$ cat config.mk
export PLATFORM = sky130hd
export DESIGN_NAME = dbh_core_debug
export DESIGN_NICKNAME = d
export VERILOG_FILES = /design/src/inc/dbh_pkg.sv /design/src/core/dbh_core_debug.sv /design/src/core/dbh_bp_unit.sv /design/src/core/dbh_scan_port.sv
export SDC_FILE = /design/constraint.sdc
export NUM_CORES = 1
export LEC_CHECK = 0
export ABC_CLOCK_PERIOD_IN_PS = 20000
export BUFFER_PORTS_ARGS = -buffer_cell sky130_fd_sc_hd__buf_2
export CORE_UTILIZATION = 60
export CTS_CLUSTER_DIAMETER = 100
export CTS_CLUSTER_SIZE = 10
export DETAILED_ROUTE_END_ITERATION = 16
export PLACE_DENSITY = 0.82
export SLEW_MARGIN = 20
export SYNTH_ARGS = -nofsm -noshare
export SYNTH_HDL_FRONTEND = slang
export SYNTH_SLANG_ARGS = --single-unit
$ cat constraint.sdc
create_clock -name clock_i -period 20 [get_ports clock_i]
set_clock_uncertainty 0.05 [all_clocks]
set_input_delay 2 -clock clock_i [delete_from_list [all_inputs] [get_ports clock_i]]
set_output_delay 2 -clock clock_i [all_outputs]
set_load 0.02 [all_outputs]
$ cat src/inc/dbh_pkg.sv
// Shared constants for the core debug halt block.
// Assumes a 32-bit core bus and an APB register bus.
package dbh_pkg;
    // ************************************************
    // Widths
    // ************************************************
    localparam int unsigned DATA_W  = 32;
    localparam int unsigned CTL_W   = 2;
    localparam int unsigned SCAN_AW = 8;
    localparam int unsigned SCAN_W  = 1 + SCAN_AW + DATA_W;
    localparam int unsigned SC_A_LSB = 1;
    localparam int unsigned SC_D_LSB = 1 + SCAN_AW;
    localparam int unsigned BPC_W   = 10;
    localparam int unsigned IRQ_W   = 3;
    localparam int unsigned BP_SEL_LSB = 5;
    localparam int unsigned BP_FLD_LSB = 2;
    // ************************************************
    // Scan-port register map (debugger side)
    // ************************************************
    localparam logic [7:0] SC_CTRL      = 8'h00;
    localparam logic [7:0] SC_STAT      = 8'h04;
    localparam logic [7:0] SC_TO_CORE   = 8'h08;
    localparam logic [7:0] SC_FROM_CORE = 8'h0C;
    localparam logic [7:0] SC_BP_BASE   = 8'h20;
    localparam logic [2:0] BPF_AVAL = 3'h0;
    localparam logic [2:0] BPF_AMSK = 3'h1;
    localparam logic [2:0] BPF_DVAL = 3'h2;
    localparam logic [2:0] BPF_DMSK = 3'h3;
    localparam logic [2:0] BPF_CTRL = 3'h4;
    localparam int unsigned CTL_HALT   = 0;
    localparam int unsigned CTL_RESUME = 1;
    localparam int unsigned BPC_EN    = 0;
    localparam int unsigned BPC_INSTR = 1;
    localparam int unsigned BPC_CVAL  = 4;
    localparam int unsigned BPC_CMSK  = 8;
    // ************************************************
    // APB register map (core software side)
    // ************************************************
    localparam logic [7:0] PA_DCC      = 8'h00;
    localparam logic [7:0] PA_IRQ_STAT = 8'h04;
    localparam logic [7:0] PA_IRQ_MASK = 8'h08;
    localparam logic [7:0] PA_STAT     = 8'h0C;
    localparam int unsigned IRQ_RX     = 0;
    localparam int unsigned IRQ_TX     = 1;
    localparam int unsigned IRQ_RESUME = 2;
    typedef enum logic [1:0] {
        DBH_RUN   = 2'b00,
        DBH_DRAIN = 2'b01,
        DBH_HALT  = 2'b11
    } dbh_state_e;
endpackage

$ cat src/core/dbh_core_debug.sv
// Core debug halt logic: breakpoints, halt request, comms channel.
// Assumes core bus inputs are on clock_i; debugger pins are not.
//
// Design decisions made here: the register offsets and register access over APB.
`timescale 1ns/1ps
`default_nettype none
// What this block does
// - Tagged fetch halts on reaching execute
// - Level halt request after current instruction
// - Acknowledge high throughout debug state
// - At least two breakpoint units
// - Halt on address, data, control match
// - Masked bits excluded from comparison
// - Each unit instruction or data kind
// - Control, status and comms channel registers
// - Debugger access only through test port
// - No halt without trigger or request
module dbh_core_debug #(
    parameter int unsigned NBP = 2 // Breakpoint units
) (
    input  wire logic                       clock_i,     // Core clock
    input  wire logic                       rst_i,       // Async reset
    input  wire logic                       fetch_i,     // Fetch cycle
    input  wire logic [dbh_pkg::DATA_W-1:0] fetch_addr_i, // Fetch address
    input  wire logic [dbh_pkg::DATA_W-1:0] fetch_data_i, // Fetched opcode
    input  wire logic                       ext_break_tag_in_i, // Tag
    input  wire logic                       pipe_adv_i,  // Pipeline step
    input  wire logic                       pipe_flush_i, // Pipe flush
    input  wire logic                       instr_done_i, // Exec complete
    input  wire logic                       dacc_i,      // Data access
    input  wire logic [dbh_pkg::DATA_W-1:0] dacc_addr_i, // Data address
    input  wire logic [dbh_pkg::DATA_W-1:0] dacc_data_i, // Data value
    input  wire logic [dbh_pkg::CTL_W-1:0]  dacc_ctl_i,  // Data control
    input  wire logic                       halt_request_in_i, // Pin
    input  wire logic                       tck_i,       // Debugger clock
    input  wire logic                       tms_i,       // Update select
    input  wire logic                       tdi_i,       // Serial in
    output logic                            tdo_o,       // Serial out
    input  wire logic                       psel_i,      // APB select
    input  wire logic                       penable_i,   // APB enable
    input  wire logic                       pwrite_i,    // APB write
    input  wire logic [7:0]                 paddr_i,     // APB address
    input  wire logic [dbh_pkg::DATA_W-1:0] pwdata_i,    // APB wdata
    output logic [dbh_pkg::DATA_W-1:0]      prdata_o,    // APB rdata
    output logic                            pready_o,    // APB ready
    output logic                            pslverr_o,   // APB error
    output logic                            halted_ack_out_o, // Halted
    output logic                            irq_o        // Interrupt
);
    import dbh_pkg::*;

    if (NBP < 2 || NBP > 7) begin : g_bad_nbp
        $error("NBP must be 2 to 7");
    end

    typedef struct packed {
        dbh_state_e state;
        logic hreq_s1, hreq_s2, ctl_halt;
        logic tag_f, tag_d, tag_x, dpend;
        logic cause_tag, cause_bp, cause_req;
        logic [NBP-1:0][DATA_W-1:0] aval, amsk, dval, dmsk;
        logic [NBP-1:0][BPC_W-1:0] bpc;
        logic [DATA_W-1:0] to_core, from_core;
        logic rx_full, tx_full;
        logic [IRQ_W-1:0] irq_stat, irq_mask;
        logic [DATA_W-1:0] prdata;
        logic pready, pslverr, irq, ack;
    } dbh_core_s;

    dbh_core_s q, n;

    logic [NBP-1:0]     hit;
    logic               ihit, dhit, halt_want, resume, acc;
    logic               sc_req, sc_wr;
    logic [SCAN_AW-1:0] sc_addr;
    logic [DATA_W-1:0]  sc_wdata, sc_rdata;
    logic [IRQ_W-1:0]   ev;
    logic [2:0]         sc_sel, sc_fld;

    function automatic logic [2:0] bp_sel(input logic [SCAN_AW-1:0] a);
        return 3'(a[SCAN_AW-1:BP_SEL_LSB] - 3'h1);
    endfunction

    function automatic logic is_bp(input logic [SCAN_AW-1:0] a);
        return a >= SC_BP_BASE && 32'(bp_sel(a)) < NBP;
    endfunction

    // ************************************************
    // Breakpoint units
    // ************************************************
    for (genvar i = 0; i < NBP; i++) begin : g_bp
        logic is_i;
        assign is_i = q.bpc[i][BPC_INSTR];
        dbh_bp_unit u_bp (
            .enable_i (q.bpc[i][BPC_EN]),
            .strobe_i (is_i ? fetch_i : dacc_i),
            .addr_i   (is_i ? fetch_addr_i : dacc_addr_i),
            .data_i   (is_i ? fetch_data_i : dacc_data_i),
            .ctl_i    (is_i ? '0 : dacc_ctl_i),
            .aval_i   (q.aval[i]),
            .amsk_i   (q.amsk[i]),
            .dval_i   (q.dval[i]),
            .dmsk_i   (q.dmsk[i]),
            .cval_i   (q.bpc[i][BPC_CVAL +: CTL_W]),
            .cmsk_i   (q.bpc[i][BPC_CMSK +: CTL_W]),
            .hit_o    (hit[i])
        );
    end

    dbh_scan_port u_scan (
        .clock_i (clock_i),
        .rst_i   (rst_i),
        .tck_i   (tck_i),
        .tms_i   (tms_i),
        .tdi_i   (tdi_i),
        .rdata_i (sc_rdata),
        .tdo_o   (tdo_o),
        .req_o   (sc_req),
        .wr_o    (sc_wr),
        .addr_o  (sc_addr),
        .wdata_o (sc_wdata)
    );

    // ************************************************
    // Next state
    // ************************************************
    always_comb begin
        n = q;
        ihit = 1'b0;
        dhit = 1'b0;
        for (int i = 0; i < NBP; i++) begin
            ihit = ihit | (hit[i] & q.bpc[i][BPC_INSTR]);
            dhit = dhit | (hit[i] & ~q.bpc[i][BPC_INSTR]);
        end
        n.hreq_s1 = halt_request_in_i;
        n.hreq_s2 = q.hreq_s1;
        // control bit acts as the pin
        halt_want = q.hreq_s2 | q.ctl_halt;
        sc_sel = bp_sel(sc_addr);
        sc_fld = sc_addr[BP_SEL_LSB-1:BP_FLD_LSB];
        ev = '0;
        resume = 1'b0;

        sc_rdata = '0;
        if (sc_addr == SC_CTRL) begin
            sc_rdata[CTL_HALT] = q.ctl_halt;
        end else if (sc_addr == SC_STAT) begin
            sc_rdata[5:0] = {q.tx_full, q.rx_full, q.cause_req,
                             q.cause_bp, q.cause_tag, q.ack};
        end else if (sc_addr == SC_FROM_CORE) begin
            sc_rdata = q.from_core;
        end else if (is_bp(sc_addr)) begin
            unique case (sc_fld)
                BPF_AVAL: sc_rdata = q.aval[sc_sel];
                BPF_AMSK: sc_rdata = q.amsk[sc_sel];
                BPF_DVAL: sc_rdata = q.dval[sc_sel];
                BPF_DMSK: sc_rdata = q.dmsk[sc_sel];
                BPF_CTRL: sc_rdata[BPC_W-1:0] = q.bpc[sc_sel];
                default:  sc_rdata = '0;
            endcase
        end
        if (sc_req && sc_wr) begin
            if (sc_addr == SC_CTRL) begin
                n.ctl_halt = sc_wdata[CTL_HALT];
                resume = sc_wdata[CTL_RESUME] & (q.state == DBH_HALT);
            end else if (sc_addr == SC_TO_CORE) begin
                n.to_core = sc_wdata;
                n.rx_full = 1'b1;
                ev[IRQ_RX] = 1'b1;
            end else if (is_bp(sc_addr)) begin
                unique case (sc_fld)
                    BPF_AVAL: n.aval[sc_sel] = sc_wdata;
                    BPF_AMSK: n.amsk[sc_sel] = sc_wdata;
                    BPF_DVAL: n.dval[sc_sel] = sc_wdata;
                    BPF_DMSK: n.dmsk[sc_sel] = sc_wdata;
                    BPF_CTRL: n.bpc[sc_sel] = sc_wdata[BPC_W-1:0];
                    default:  n.ctl_halt = q.ctl_halt;
                endcase
            end
        end
        if (sc_req && !sc_wr && sc_addr == SC_FROM_CORE && q.tx_full) begin
            n.tx_full = 1'b0;
            ev[IRQ_TX] = 1'b1;
        end

        if (pipe_adv_i) begin
            n.tag_x = q.tag_d;
            n.tag_d = q.tag_f;
            n.tag_f = 1'b0;
        end
        if (fetch_i) begin
            n.tag_f = ext_break_tag_in_i | ihit;
        end
        if (pipe_flush_i) begin
            n.tag_f = 1'b0;
            n.tag_d = 1'b0;
            n.tag_x = 1'b0;
        end
        if (dhit) begin
            n.dpend = 1'b1;
        end

        // halt only on trigger or request
        unique case (q.state)
            DBH_RUN: begin
                if (q.tag_x) begin
                    n.state = DBH_HALT;
                    n.cause_tag = 1'b1;
                end else if (halt_want || q.dpend) begin
                    n.state = DBH_DRAIN;
                end
            end
            DBH_DRAIN: begin
                if (q.tag_x) begin
                    n.state = DBH_HALT;
                    n.cause_tag = 1'b1;
                end else if (instr_done_i && (halt_want || q.dpend)) begin
                    n.state = DBH_HALT;
                    n.cause_bp = q.dpend;
                    n.cause_req = halt_want;
                    n.dpend = 1'b0;
                end else if (!halt_want && !q.dpend) begin
                    n.state = DBH_RUN;
                end
            end
            DBH_HALT: begin
                if (resume) begin
                    n.state = DBH_RUN;
                    n.tag_x = 1'b0;
                    n.cause_tag = 1'b0;
                    n.cause_bp = 1'b0;
                    n.cause_req = 1'b0;
                    ev[IRQ_RESUME] = 1'b1;
                end
            end
            default: n.state = DBH_RUN;
        endcase
        n.ack = (n.state == DBH_HALT);

        // ************************************************
        // APB slave, one wait state
        // ************************************************
        acc = psel_i & penable_i & ~q.pready;
        n.pready = acc;
        n.pslverr = 1'b0;
        n.prdata = '0;
        if (acc) begin
            unique case (paddr_i)
                PA_DCC: begin
                    if (pwrite_i) begin
                        // Refused rather than lose unread data
                        n.pslverr = q.tx_full;
                        if (!q.tx_full) begin
                            n.from_core = pwdata_i;
                            n.tx_full = 1'b1;
                        end
                    end else begin
                        n.prdata = q.to_core;
                        n.rx_full = ev[IRQ_RX];
                    end
                end
                PA_IRQ_STAT: begin
                    n.prdata[IRQ_W-1:0] = q.irq_stat;
                    if (pwrite_i) begin
                        n.irq_stat = q.irq_stat & ~pwdata_i[IRQ_W-1:0];
                    end
                end
                PA_IRQ_MASK: begin
                    n.prdata[IRQ_W-1:0] = q.irq_mask;
                    if (pwrite_i) begin
                        n.irq_mask = pwdata_i[IRQ_W-1:0];
                    end
                end
                PA_STAT: n.prdata[2:0] = {q.ack, q.tx_full, q.rx_full};
                default: n.pslverr = 1'b1;
            endcase
        end
        // Set wins over a same-cycle clear
        n.irq_stat = n.irq_stat | ev;
        n.irq = |(n.irq_stat & n.irq_mask);
    end

    always_ff @(posedge clock_i or posedge rst_i) begin
        if (rst_i) begin
            q <= '0;
        end else begin
            q <= n;
        end
    end

    assign prdata_o         = q.prdata;
    assign pready_o         = q.pready;
    assign pslverr_o        = q.pslverr;
    assign halted_ack_out_o = q.ack;
    assign irq_o            = q.irq;
endmodule
`default_nettype wire

$ cat src/core/dbh_bp_unit.sv
// One breakpoint comparator with per-bit masks.
// Assumes bus inputs are already selected for its kind.
`timescale 1ns/1ps
`default_nettype none
module dbh_bp_unit (
    input  wire logic                       enable_i, // Unit armed
    input  wire logic                       strobe_i, // Bus cycle valid
    input  wire logic [dbh_pkg::DATA_W-1:0] addr_i,   // Bus address
    input  wire logic [dbh_pkg::DATA_W-1:0] data_i,   // Bus data
    input  wire logic [dbh_pkg::CTL_W-1:0]  ctl_i,    // Bus control
    input  wire logic [dbh_pkg::DATA_W-1:0] aval_i,   // Address value
    input  wire logic [dbh_pkg::DATA_W-1:0] amsk_i,   // Address mask
    input  wire logic [dbh_pkg::DATA_W-1:0] dval_i,   // Data value
    input  wire logic [dbh_pkg::DATA_W-1:0] dmsk_i,   // Data mask
    input  wire logic [dbh_pkg::CTL_W-1:0]  cval_i,   // Control value
    input  wire logic [dbh_pkg::CTL_W-1:0]  cmsk_i,   // Control mask
    output logic                            hit_o     // Match this cycle
);
    import dbh_pkg::*;

    // Mask bit set means the bit is left out
    function automatic logic masked_eq(input logic [DATA_W-1:0] a,
                                       input logic [DATA_W-1:0] b,
                                       input logic [DATA_W-1:0] m);
        return ((a ^ b) & ~m) == '0;
    endfunction

    localparam int unsigned PADW = DATA_W - CTL_W;

    always_comb begin
        hit_o = enable_i & strobe_i
              & masked_eq(addr_i, aval_i, amsk_i)
              & masked_eq(data_i, dval_i, dmsk_i)
              & masked_eq({{PADW{1'b0}}, ctl_i},
                          {{PADW{1'b0}}, cval_i},
                          {{PADW{1'b0}}, cmsk_i});
    end
endmodule
`default_nettype wire

$ cat src/core/dbh_scan_port.sv
// Serial debugger access port, sampled on the core clock.
// Assumes the debugger clock is much slower than clock_i.
`timescale 1ns/1ps
`default_nettype none
module dbh_scan_port (
    input  wire logic                        clock_i, // Core clock
    input  wire logic                        rst_i,   // Async reset
    input  wire logic                        tck_i,   // Debugger clock pin
    input  wire logic                        tms_i,   // Update select pin
    input  wire logic                        tdi_i,   // Serial data in
    input  wire logic [dbh_pkg::DATA_W-1:0]  rdata_i, // Read data
    output logic                             tdo_o,   // Serial data out
    output logic                             req_o,   // Access pulse
    output logic                             wr_o,    // Access is write
    output logic [dbh_pkg::SCAN_AW-1:0]      addr_o,  // Access address
    output logic [dbh_pkg::DATA_W-1:0]       wdata_o  // Write data
);
    import dbh_pkg::*;

    typedef struct packed {
        logic tck_s1, tck_s2, tck_s3;
        logic tms_s1, tms_s2, tdi_s1, tdi_s2;
        logic [SCAN_W-1:0] sr;
        logic tdo, req, wr;
        logic [SCAN_AW-1:0] addr;
        logic [DATA_W-1:0] wdata;
    } dbh_scan_s;

    dbh_scan_s q, n;
    logic      tck_rise;

    always_comb begin
        n = q;
        n.tck_s1 = tck_i;
        n.tck_s2 = q.tck_s1;
        n.tck_s3 = q.tck_s2;
        n.tms_s1 = tms_i;
        n.tms_s2 = q.tms_s1;
        n.tdi_s1 = tdi_i;
        n.tdi_s2 = q.tdi_s1;
        n.req = 1'b0;
        tck_rise = q.tck_s2 & ~q.tck_s3;
        // Read data lands one cycle after the access pulse
        if (q.req) begin
            n.sr[SCAN_W-1:SC_D_LSB] = rdata_i;
        end
        if (tck_rise) begin
            if (q.tms_s2) begin
                n.req   = 1'b1;
                n.wr    = q.sr[0];
                n.addr  = q.sr[SC_D_LSB-1:SC_A_LSB];
                n.wdata = q.sr[SCAN_W-1:SC_D_LSB];
            end else begin
                n.sr = {q.tdi_s2, q.sr[SCAN_W-1:1]};
            end
        end
        n.tdo = n.sr[0];
    end

    always_ff @(posedge clock_i or posedge rst_i) begin
        if (rst_i) begin
            q <= '0;
        end else begin
            q <= n;
        end
    end

    assign tdo_o   = q.tdo;
    assign req_o   = q.req;
    assign wr_o    = q.wr;
    assign addr_o  = q.addr;
    assign wdata_o = q.wdata;
endmodule
`default_nettype wire

# Word level (Yosys, flattened, before mapping)
# Cells that the tools add are included.
# word_totals
ff_bits,487
inputBits,185
out_inout_bits,37
elab_cells,248
# op_classes
eq_ne,17
mux,89
n_lt_le_gt_ge,4
n_bitwise,50
n_addsub,1
reduce_logical,41
# ops
op,count
2-to-1 mux 32 bit,17
bitwise mux 64 bit,4
bitwise AND 32 bit,6
logical NOT 32 bit,6
inverter 32 bit,4
bitwise XOR 32 bit,4
case mux 22 bit (4 select lines),1
2-to-1 mux 42 bit,2
2-to-1 mux 41 bit,2
inverter 2 -> 32 bit,2
case mux 10 bit (5 select lines),1
2-to-1 mux 40 bit,1
demux 32 bit (select 1 bit),1
== test 8 x 4 -> 1 bit (second input constant),4
2-to-1 mux 31 bit,1
2-to-1 mux 10 bit,3
2-to-1 mux 29 bit,1
2-to-1 mux 1 bit,28
2-to-1 mux 26 bit,1
AND reduction 5 bit,5
2-to-1 mux 2 bit,11
2-to-1 mux 3 bit,7
bitwise mux 20 bit,1
bitwise AND 1 bit,16
37 further kinds,73

# Logic depth before layout (Yosys ltp)
# Gate-level depths: netlist (run 1).
# logic_depth
ltp_word,14
mapped_depth,12
ltp_nobuf,9

# Modules after synthesis
# A second synthesis (run 1) with hierarchy kept.
# unflattened
hier_cells,1967
hier_area_um2,25054.0
# modules_own_cells
mod,area_per_inst_um2,seq_area_each_um2,n_inst,cells_per_inst
dbh_core_debug,19150.9,9909.5,1,1470
dbh_scan_port,4098.9,2252.2,1,261
dbh_bp_unit,902.1,0.0,2,118

# Least setup slack after synthesis (run 1)
# OpenSTA, ideal clock, no wires.
# synth_path
path_type,input -> register
startpoint,input port paddr_i[5]
endpoint,register q[53] in the netlist's numbering
required_ps,19825
setup_time_ps,125
cell_stages,5
path_buffers,1
arrival_ps,3574
slack_ps,16251
cell_sequence,nor4_1 > nand4_1 > nor4_2 > buf_2 > mux2_2
# synth_via
elab_chain_cells,2
# synth_lines
item,line_no,text
from (decl),dbh_core_debug.sv:42,"input wire logic [7:0] paddr_i,"
logical NOT 8 bit,dbh_core_debug.sv:248,unique case (paddr_i)
AND reduction 4 bit (no source line),--,
to (signal assigned),dbh_core_debug.sv:287,q <= n;
to (decl),dbh_core_debug.sv:70,"dbh_core_s q, n;"
# Every way passes these cells.
# A chain may end at the register's enable or synchronous reset.

==> results.py, run 1 <==
metrics = {
    "pwr": {
        "pwr-share-clk": 0.374,
        "ir_worst_vdd_mv": 0.0761,
        "seq_power_share": 0.475,
        "cellPowerDensity_mw_per_mm2": 85.9,
        "p_leak_nw": 13.0,
        "p_sw_mw": 0.703,
        "comb_power_share": 0.151,
        "switching_share": 0.302,
        "p_int_mw": 1.63,
    },
    "critical_path": {
        "worstPathRequired_ns": 20.49,
        "critPathMaxStageDelay_ns": 0.84,
        "arrival_ns": 4.52,
        "crit_chain": "buf_2 > inv_8 > buf_4 > buf_4",
        "cp_slowest_cell": "buf_4",
        "ff2ff_setup_slack_ns": 16.21,
        "cp-end-kind": "async pin",
        "r2r-end": "u_scan.q[62]",
        "path_common_cell": "buf_4",
        "worstPathMaxFanout": 123,
        "r2r_cells": 8,
        "critPathKind": "input pin to async pin",
        "startpoint_type": "input pin",
        "crit-reg2reg-launch": "u_scan.addr_o[2]",
    },
    "layout": {
        "synthToLayoutAreaGrowth_pct": 10.1,
        "fin_cells": 2729,
        "drive_gt1_frac": 0.319,
        "stdcell_area_sq_mm": 0.0271,
        "nets": 2383,
    },
    "clock_tree": {
        "cts-root-buf": "clkbuf_16",
        "clock_path_buffers": 3,
        "cts.clk_slew.worst_paths_ns": 0.05,
        "clock_latency_ns": 0.60,
        "clock-sinks": 486,
        "h-tree-depth": 2,
        "postCtsResizedCells": 0,
        "cts_tree": "yes",
        "cts_hold_buf": 0,
        "cts_setup_buffers": 0,
        "cts_buffers": 54,
    },
    "die": {
        "core_sq_mm": 0.0401,
        "dieWidth_um": 205,
        "die_area_sq_mm": 0.0419,
        "num_rows": 73,
        "pin_count": 222,
        "die_h_um": 205,
        "start_util": 0.614,
    },
    "timing": {
        "achievable-frequency_ghz": 0.248,
        "relSlewSlack": 0.261,
        "tns_ns": 0,
        "tightest_slew_ns": 1.10,
        "hold_viol_final": 0,
        "period_share": 0.202,
        "rsz0062_at_grt": "no",
        "setup_violations": 0,
        "post-route-min-period_ns": 4.03,
        "drv_slew": 0,
    },
    "grt": {
        "top_usage_layer": "met2",
        "grt_usage": 0.376,
        "grt_pass1_wl_um": 115000,
        "antenna_found_initial": 1,
        "grt_pass1_vias": 18100,
        "grt_overflow": 0,
        "use_met2": 0.560,
        "grt.met1_usage": 0.509,
        "grt_max_degree": 124,
        "met3_usage": 0.0996,
    },
    "outcome": {
        "outcome": "finished clean",
    },
    "synth": {
        "synth_edf_count": 0,
        "synth_cells": 2073,
        "synth_seq_cells": 486,
        "syn_area_per_cell_sq_um": 11.9,
        "synth_fp_nets": 2259,
        "syn-cell-area_sq_mm": 0.0246,
        "synthArstFlopShare": 1.00,
        "seq_area_frac_synth": 0.494,
        "synthFlopType": "dfrtp_1",
        "ys_types": 68,
        "yosys_warnings": 0,
    },
    "placed_design": {
        "place_congestion": 0.973,
        "numPortBuffers": 221,
        "dp_hpwl_um": 53800,
        "dp_cells": 2666,
        "dpl_cell_area_sq_mm": 0.0257,
    },
    "hold_path": {
        "hold_end": "u_scan.q[86]",
        "hold_depth": 0,
        "worstHoldStart": "u_scan.n[86]",
        "worstHoldPathType": "flop to flop",
    },
    "routing": {
        "wl_um": 77700,
        "via_per_inst": 6.73,
        "dr.pass1.iters": 7,
        "routedWlPerCell_um": 28.5,
        "num_vias": 18400,
        "drtIter0Drc": 2095,
        "drc": 0,
        "postRouteAntennaNets": 0,
    },
    "run": {
        "cap_violations": 0,
    },
}
how the worst max path moves through the flow:
stage                     start               end  cells after the start
after floorplan           rst_i      g_bp[0].is_i                      1
after global placement    rst_i  u_scan.addr_o[5]                      4
after detailed placement  rst_i  u_scan.addr_o[2]                      4
after CTS                 rst_i  u_scan.addr_o[2]                      4
after global routing      rst_i  u_scan.addr_o[2]                      4
final                     rst_i  u_scan.addr_o[2]                      4
per-layer routing:
metal	part of all wire	vias to the layer above
li1	-	7706
met5	0.00015	-
met4	0.054	2
met1	0.39	9341
met2	0.44	1094
met3	0.11	221
cells by family (layout without fill, tap and decap cells):
group	Yosys count	after routing	share of synthesized area
AOI/OAI and AO/OA	330	330	0.0971
xor gates and xnor gates	114	114	0.0405
adders and majority gates	1	1	0.000508
buffers and inverters	229	358	0.0481
DFF	486	486	0.494
muxes	568	568	0.250
other	0	2	0
and+or+nand+nor	345	345	0.0701
through the flow:
| step | setup WS, ns | power (mW) | hold slack (ns) | util |
|---|---|---|---|---|
| after floorplan | 4.39 | 1.30 | 0.281 | - |
| after global placement | 15.31 | 1.44 | 0.282 | 0.641 |
| after detailed placement | 15.25 | 1.45 | 0.293 | 0.641 |
| after CTS | 15.90 | 2.31 | 0.305 | 0.676 |
| after global routing | 15.57 | 2.39 | 0.311 | 0.676 |
| final | 15.97 | 2.33 | 0.301 | 0.676 |
critical path, delay by kind of cell:
kind | cells | cell delay, ns
buffers and inverters | 4 | 2.34
power by group through the flow:
stage | Combinational, mW | Sequential, mW | Clock, mW
after global placement | 0.331 | 1.11 | 0
after detailed placement | 0.338 | 1.12 | 0
final | 0.352 | 1.11 | 0.871
after CTS | 0.341 | 1.10 | 0.873
after floorplan | 0.242 | 1.06 | 0
after global routing | 0.370 | 1.11 | 0.912
state kept, by name (all words and copies together) (netlist names), 2 cells and up:
signal,count
q,357
u_scan.q,44
prdata_o,32
u_scan.wdata_o,32
u_scan.addr_o,8
u_scan.n,4
g_bp.is_i,2
placed cells by master (no fill, tap or decap), types with 27 or more instances in the layout:
| cell type | count |
|---|---|
| nor2b_1 | 27 |
| nor2_1 | 63 |
| buf_4 | 36 |
| nand2_1 | 144 |
| mux2_2 | 355 |
| buf_2 | 221 |
| a22oi_1 | 28 |
| a221oi_1 | 38 |
| o22ai_1 | 63 |
| inv_1 | 36 |
| and3_1 | 30 |
| mux2i_1 | 201 |
| o21ai_0 | 54 |
| dfrtp_1 | 482 |
| xor2_1 | 109 |
| clkbuf_16 | 55 |
synthesized netlist by cell type, types with 7 or more instances:
cell      count  area, sq um
o221ai_1     23          201
a21boi_0     12         90.1
o21ai_0      54          270
buf_4        43          323
buf_6        14          158
dfrtp_1     486        12200
a222oi_1      7         70.1
nand2_1     144          541
xor2_1      109          955
buf_2        47          235
a22oi_1      28          210
mux2_2      355         4000
a221oi_1     38          333
a32oi_1      16          140
mux2_1       11          124
o21a_1        9         67.6
o22ai_1      63          394
nand3_1      13         65.1
a21o_1        8         60.1
nor3_1        9         45.0
clkbuf_1     61          229
o221ai_2      7          105
a21boi_1      8         60.1
a21oi_1      22          110
nor4_1       18          113
nor2b_1      27          169
mux2i_1     201         2010
buf_1        25         93.8
inv_1        37          139
and3_1       30          188
nor2_1       64          240
final cells by class:
cell class | instances | area (sq um)
fill | 2981 | 13000
sequential | 486 | 12200
multi-input combinational | 1358 | 11300
clock buffer | 59 | 1390
timing repair buffer | 258 | 1390
tap | 525 | 657
inverter | 39 | 154
clock inverter | 2 | 38.8
antenna | 2 | 5.00
Note: power is estimated with default switching activity, not from simulation.
==> inputs of run 2 (changes only) <==
--- a/config.mk
+++ b/config.mk
@@ -5,13 +5,13 @@
 export SDC_FILE = /design/constraint.sdc
 export NUM_CORES = 1
 export LEC_CHECK = 0
-export ABC_CLOCK_PERIOD_IN_PS = 20000
+export ABC_CLOCK_PERIOD_IN_PS = 3550
 export BUFFER_PORTS_ARGS = -buffer_cell sky130_fd_sc_hd__buf_2
-export CORE_UTILIZATION = 60
+export CORE_UTILIZATION = 54
 export CTS_CLUSTER_DIAMETER = 100
 export CTS_CLUSTER_SIZE = 10
 export DETAILED_ROUTE_END_ITERATION = 16
-export PLACE_DENSITY = 0.82
+export PLACE_DENSITY = 0.78
 export SLEW_MARGIN = 20
 export SYNTH_ARGS = -nofsm -noshare
 export SYNTH_HDL_FRONTEND = slang
==> constraint.sdc (replaced) <==
create_clock -name clock_i -period 3.55 [get_ports clock_i]
set_clock_uncertainty 0.05 [all_clocks]
set_input_delay 0.355 -clock clock_i [delete_from_list [all_inputs] [get_ports clock_i]]
set_output_delay 0.355 -clock clock_i [all_outputs]
set_load 0.02 [all_outputs]
==> results.py, run 2 (synthesized netlist as in run 1, its figures left out) <==
metrics = {
    "timing": {
        "period_share": 0.952,
        "holdWs_ns": 0.0451,
        "drv_slew": 0,
        "relSlewSlack": 0.382,
        "worst_slack_ns": 0.172,
        "rsz0062_at_grt": "no",
        "post-route-min-period_ns": 3.38,
        "achievable-frequency_ghz": 0.296,
        "hold_viol_final": 0,
        "tightest_slew_ns": 0.921,
        "setup_violations": 0,
    },
    "pwr": {
        "cellPowerDensity_mw_per_mm2": 479,
        "ir_worst_vdd_mv": 0.469,
        "p_sw_mw": 4.13,
        "pwr-share-clk": 0.375,
        "p_leak_nw": 13.5,
        "total_power_mw": 13.5,
        "p_int_mw": 9.35,
        "comb_power_share": 0.157,
        "switching_share": 0.306,
        "seq_power_share": 0.468,
    },
    "layout": {
        "reg_top3": "q (357), u_scan.q (44)",
        "drive_gt1_frac": 0.324,
        "largest_reg_flops": 357,
        "nets": 2458,
        "mostFrequentLayoutCells": "482 x dfrtp_1, 355 x mux2_2, 221 x buf_2",
        "synthToLayoutAreaGrowth_pct": 14.3,
        "regMostFlops": "q",
        "final_common_cell": "dfrtp_1",
        "final_core_util": 0.631,
    },
    "grt": {
        "grt_pass1_wl_um": 125000,
        "grt_pass1_vias": 18400,
        "grt_overflow": 0,
        "grt_max_degree": 100,
        "grt_usage": 0.370,
        "antenna_found_initial": 2,
    },
    "clock_tree": {
        "cts.clk_slew.worst_paths_ns": 0.06,
        "clock_latency_ns": 0.61,
        "cts_tree": "yes",
        "cts-root-buf": "clkbuf_16",
        "cts_buffers": 54,
        "clock-sinks": 486,
        "clock_path_buffers": 3,
        "h-tree-depth": 2,
    },
    "routing": {
        "drtIter0Drc": 1954,
        "num_vias": 18400,
        "via_per_inst": 6.42,
        "postRouteAntennaNets": 0,
        "drc": 0,
        "wl_um": 85500,
        "routedWlPerCell_um": 29.8,
        "dr.pass1.iters": 6,
    },
    "critical_path": {
        "critPathKind": "flop to flop",
        "critPathMaxStageDelay_ns": 0.67,
        "path_depth": 8,
        "critical_path_buf_inv_count": 1,
        "r2r_cells": 8,
        "r2r-end": "q[390]",
        "crit_chain": "buf_12 > mux2i_2 > xor2_1 > o22ai_1 > nor4_1 > nand3_1 > nor4_1 > o41a_1",
        "cp-end-kind": "flop",
        "startpoint_type": "flop",
        "cp_slowest_cell": "dfrtp_4",
        "crit-reg2reg-launch": "g_bp[1].is_i",
        "worstPathMaxFanout": 29,
        "worstPathRequired_ns": 4.04,
        "ff2ff_setup_slack_ns": 0.17,
        "path_common_cell": "nor4_1",
        "path_delay_family": "simple AND/OR/NAND/NOR gates",
        "arrival_ns": 3.87,
    },
    "hold_path": {
        "worstHoldPathType": "input pin to flop",
        "hold_depth": 4,
        "hold_end": "prdata_o[2]",
        "worstHoldStart": "paddr_i[1]",
    },
    "outcome": {
        "outcome": "finished clean",
    },
    "die": {
        "pin_count": 222,
        "start_util": 0.552,
        "num_rows": 77,
        "die_h_um": 216,
        "dieWidth_um": 216,
        "die_area_sq_mm": 0.0465,
        "core_sq_mm": 0.0446,
    },
    "placed_design": {
        "place_congestion": 0.992,
        "dp_hpwl_um": 60900,
        "numPortBuffers": 221,
        "dp_slack_ns": 0.160,
    },
    "run": {
        "cap_violations": 0,
    },
}
## run 2: changes by cell type in the layout (fill, tap and decap cells not counted), sizes merged
| cell | previous run | this run |
|---|---|---|
| inv | 38 | 36 |
| dlygate4sd3 | 0 | 41 |
| diode | 2 | 1 |
| clkinvlp | 0 | 1 |
| buf | 258 | 292 |
| clkbuf | 59 | 61 |
## run 2: through the flow
| stage | cells | instance area, sq um | TNS, ns |
|---|---|---|---|
| global route | 2870 | 28200 | 0 |
| floorplan | 2073 | 24600 | -1673.62 |
| global placement | 2766 | 26200 | 0 |
| CTS | 2869 | 28100 | 0 |
| finish | 2871 | 28200 | 0 |
| detailed placement | 2766 | 26200 | 0 |
## run 2: timing repair
item | 4_1_cts | 5_1_grt
hold buffers | 41 | 0
hold endpoints to repair | 66 | 0
resized for setup | 0 | 1
endpoints found under the setup margin | 0 | 2
setup buffers | 0 | 1
## run 2: layout make-up
cell class	instances	area, sq um
Clock inverter	1	30.0
Multi-Input combinational cell	1358	11300
Tap cell	592	741
Fill cell	3504	16500
Clock buffer	61	1440
Timing Repair Buffer	333	2300
Inverter	39	150
Sequential cell	486	12200
Antenna cell	1	2.50
## run 2: worst min-delay path: stages
cell,delay (ns)
buf_2,0.07
nor2_1,0.06
nand3_1,0.11
nor2_1,0.06
## run 2: power by group through the flow
| stage | Clock [mW] | Combinational, mW | Sequential (mW) |
|---|---|---|---|
| after global routing | 5.32 | 2.23 | 6.32 |
| final | 5.05 | 2.12 | 6.31 |
| after detailed placement | 0 | 2.02 | 6.37 |
| after CTS | 5.09 | 2.06 | 6.27 |
| after global placement | 0 | 2.00 | 6.36 |
| after floorplan | 0 | 1.36 | 5.97 |
## run 2: how the worst max path moves through the flow
stage          slack, ns           end    startpoint
6_report            0.17        q[390]  g_bp[1].is_i
5_1_grt             0.08        q[390]  g_bp[1].is_i
4_1_cts             0.15        q[390]  g_bp[0].is_i
3_5_place_dp        0.16        q[390]  g_bp[1].is_i
3_3_place_gp        0.11        q[390]  g_bp[0].is_i
2_1_floorplan      -3.44  g_bp[0].is_i         rst_i
## run 2: metal layers
layer	global-route usage	vias to the layer above	routed length, um
li1	-	7865	-
met1	0.537	9432	36600
met3	0.0729	158	7920
met4	0.128	2	2810
met5	0	-	13
met2	0.555	972	38100
==> inputs of run 3 (changes only) <==
--- a/config.mk
+++ b/config.mk
@@ -5,13 +5,14 @@
 export SDC_FILE = /design/constraint.sdc
 export NUM_CORES = 1
 export LEC_CHECK = 0
-export ABC_CLOCK_PERIOD_IN_PS = 3550
+export ABC_CLOCK_PERIOD_IN_PS = 3900
 export BUFFER_PORTS_ARGS = -buffer_cell sky130_fd_sc_hd__buf_2
-export CORE_UTILIZATION = 54
+export CORE_UTILIZATION = 60
+export CTS_BUF_LIST = sky130_fd_sc_hd__clkbuf_8 sky130_fd_sc_hd__clkbuf_16
 export CTS_CLUSTER_DIAMETER = 100
 export CTS_CLUSTER_SIZE = 10
 export DETAILED_ROUTE_END_ITERATION = 16
-export PLACE_DENSITY = 0.78
+export PLACE_DENSITY = 0.82
 export SLEW_MARGIN = 20
 export SYNTH_ARGS = -nofsm -noshare
 export SYNTH_HDL_FRONTEND = slang
==> constraint.sdc (replaced) <==
create_clock -name clock_i -period 3.9 [get_ports clock_i]
set_clock_uncertainty 0.05 [all_clocks]
set_input_delay 0.39 -clock clock_i [delete_from_list [all_inputs] [get_ports clock_i]]
set_output_delay 0.39 -clock clock_i [all_outputs]
set_load 0.02 [all_outputs]
==> results.py, run 3 (synthesized netlist as in run 1, its figures left out) <==
metrics = {
    "outcome": {
        "outcome": "finished with violations",
        "violations": "negative hold slack",
    },
    "hold_path": {
        "worstHoldPathType": "input pin to async pin",
    },
    "clock_tree": {
        "h-tree-depth": 2,
        "clock_path_buffers": 3,
        "clock-sinks": 486,
        "cts.clk_slew.worst_paths_ns": 0.06,
        "cts_tree": "yes",
        "cts_buffers": 54,
        "cts-root-buf": "clkbuf_16",
        "postCtsResizedCells": 0,
        "clock_latency_ns": 0.60,
    },
    "layout": {
        "synthToLayoutAreaGrowth_pct": 12.4,
        "final_common_cell": "dfrtp_1",
        "nets": 2430,
        "reg_top3": "q (357), u_scan.q (44)",
        "mostFrequentLayoutCells": "482 x dfrtp_1, 355 x mux2_2, 221 x buf_2",
        "nFillCells": 2997,
        "largest_reg_flops": 357,
        "drive_gt1_frac": 0.318,
        "regMostFlops": "q",
    },
    "timing": {
        "achievable-frequency_ghz": 0.266,
        "hold_viol_final": 2,
        "setup_violations": 0,
        "tightest_slew_ns": 1.12,
        "drv_slew": 0,
        "rsz0062_at_grt": "no",
        "worst_slack_ns": 0.135,
        "relSlewSlack": 0.248,
        "period_share": 0.965,
        "holdWs_ns": -0.0374,
        "post-route-min-period_ns": 3.77,
    },
    "placed_design": {
        "dp_hpwl_um": 58200,
        "place_congestion": 1.03,
        "dp_slack_ns": 0.400,
        "numPortBuffers": 221,
    },
    "pwr": {
        "cellPowerDensity_mw_per_mm2": 437,
        "ir_worst_vdd_mv": 0.533,
        "p_leak_nw": 13.3,
    },
    "critical_path": {
        "ff2ff_setup_slack_ns": 0.13,
        "r2r-end": "q[387]",
        "startpoint_type": "flop",
        "worstPathMaxFanout": 35,
        "r2r_cells": 8,
        "crit-reg2reg-launch": "g_bp[0].is_i",
        "worstPathRequired_ns": 4.40,
        "cp-end-kind": "flop",
        "arrival_ns": 4.26,
        "critPathKind": "flop to flop",
    },
    "die": {
        "start_util": 0.614,
        "die_h_um": 205,
        "die_area_sq_mm": 0.0419,
        "num_rows": 73,
        "dieWidth_um": 205,
        "core_sq_mm": 0.0401,
        "pin_count": 222,
    },
    "grt": {
        "grt_pass1_wl_um": 122000,
        "antenna_found_initial": 5,
        "grt_overflow": 0,
        "grt_usage": 0.403,
        "grt_max_degree": 177,
        "grt_pass1_vias": 18700,
    },
    "run": {
        "cap_violations": 0,
    },
    "routing": {
        "via_per_inst": 6.65,
        "num_vias": 18500,
        "wl_um": 82400,
        "routedWlPerCell_um": 29.7,
        "drc": 0,
        "postRouteAntennaNets": 0,
        "dr.pass1.iters": 6,
        "drtIter0Drc": 2122,
    },
}
## run 3: cell count changes in the layout (fill, tap and decap cells not counted), sizes merged
cell         change
buf             -20
dlygate4sd3      -8
clkbuf           -6
inv              +5
diode            +2
## run 3: worst max-delay path by stage
| stage | cells after the start | end | startpoint |
|---|---|---|---|
| floorplan | 1 | g_bp[0].is_i | rst_i |
| global placement | 8 | q[390] | g_bp[0].is_i |
| detailed placement | 8 | q[390] | g_bp[0].is_i |
| CTS | 8 | q[390] | g_bp[0].is_i |
| global route | 8 | q[387] | g_bp[0].is_i |
| finish | 8 | q[387] | g_bp[0].is_i |
## run 3: worst max-delay path, stage by stage, from the launching register on
cell and delay (ns):
dfrtp_4 0.90, buf_4 0.35, mux2i_1 0.33, xor2_1 0.25
o22ai_1 0.24, nor4_1 0.96, nand4_1 0.23, nor3_1 0.24
o31a_1 0.14
## run 3: power breakdown
part           leakage [nW]  internal, mW  switching (mW)
clock                 0.718          2.53            1.96
combinational          5.95         0.607            1.23
sequential             6.64          5.25           0.523
## run 3: timing repair
item	in CTS	in global routing
hold endpoints to repair	34	0
setup buffers	0	0
hold buffers	33	0
## run 3: layout make-up
| cell class | instances | area (sq um) | area share |
|---|---|---|---|
| Sequential cell | 486 | 12200 | 0.440 |
| Multi-Input combinational cell | 1358 | 11300 | 0.409 |
| Timing Repair Buffer | 305 | 1960 | 0.0707 |
| Clock buffer | 55 | 1380 | 0.0497 |
| Tap cell | 525 | 657 | 0.0237 |
| Inverter | 39 | 150 | 0.00542 |
| Clock inverter | 6 | 53.8 | 0.00194 |
| Antenna cell | 3 | 7.51 | 0.000271 |
## run 3: stage by stage
stage	setup TNS [ns]	total power, mW	instance area (sq um)	util	cells
2_1_floorplan	-1520.53	6.67	24600	-	2073
3_3_place_gp	0	7.54	25900	0.646	2680
3_5_place_dp	0	7.57	25900	0.646	2680
4_1_cts	0	12.0	27700	0.690	2774
5_1_grt	0	12.4	27700	0.690	2774
6_report	0	12.1	27700	0.691	2777
## run 3: layer usage
layer | wire (um) | share of wire | GRT usage
met3 | 8540 | 0.10 | 0.0927
met5 | 23 | 0.00028 | 0
met1 | 33500 | 0.41 | 0.567
met4 | 3320 | 0.040 | 0.164
met2 | 37100 | 0.45 | 0.602
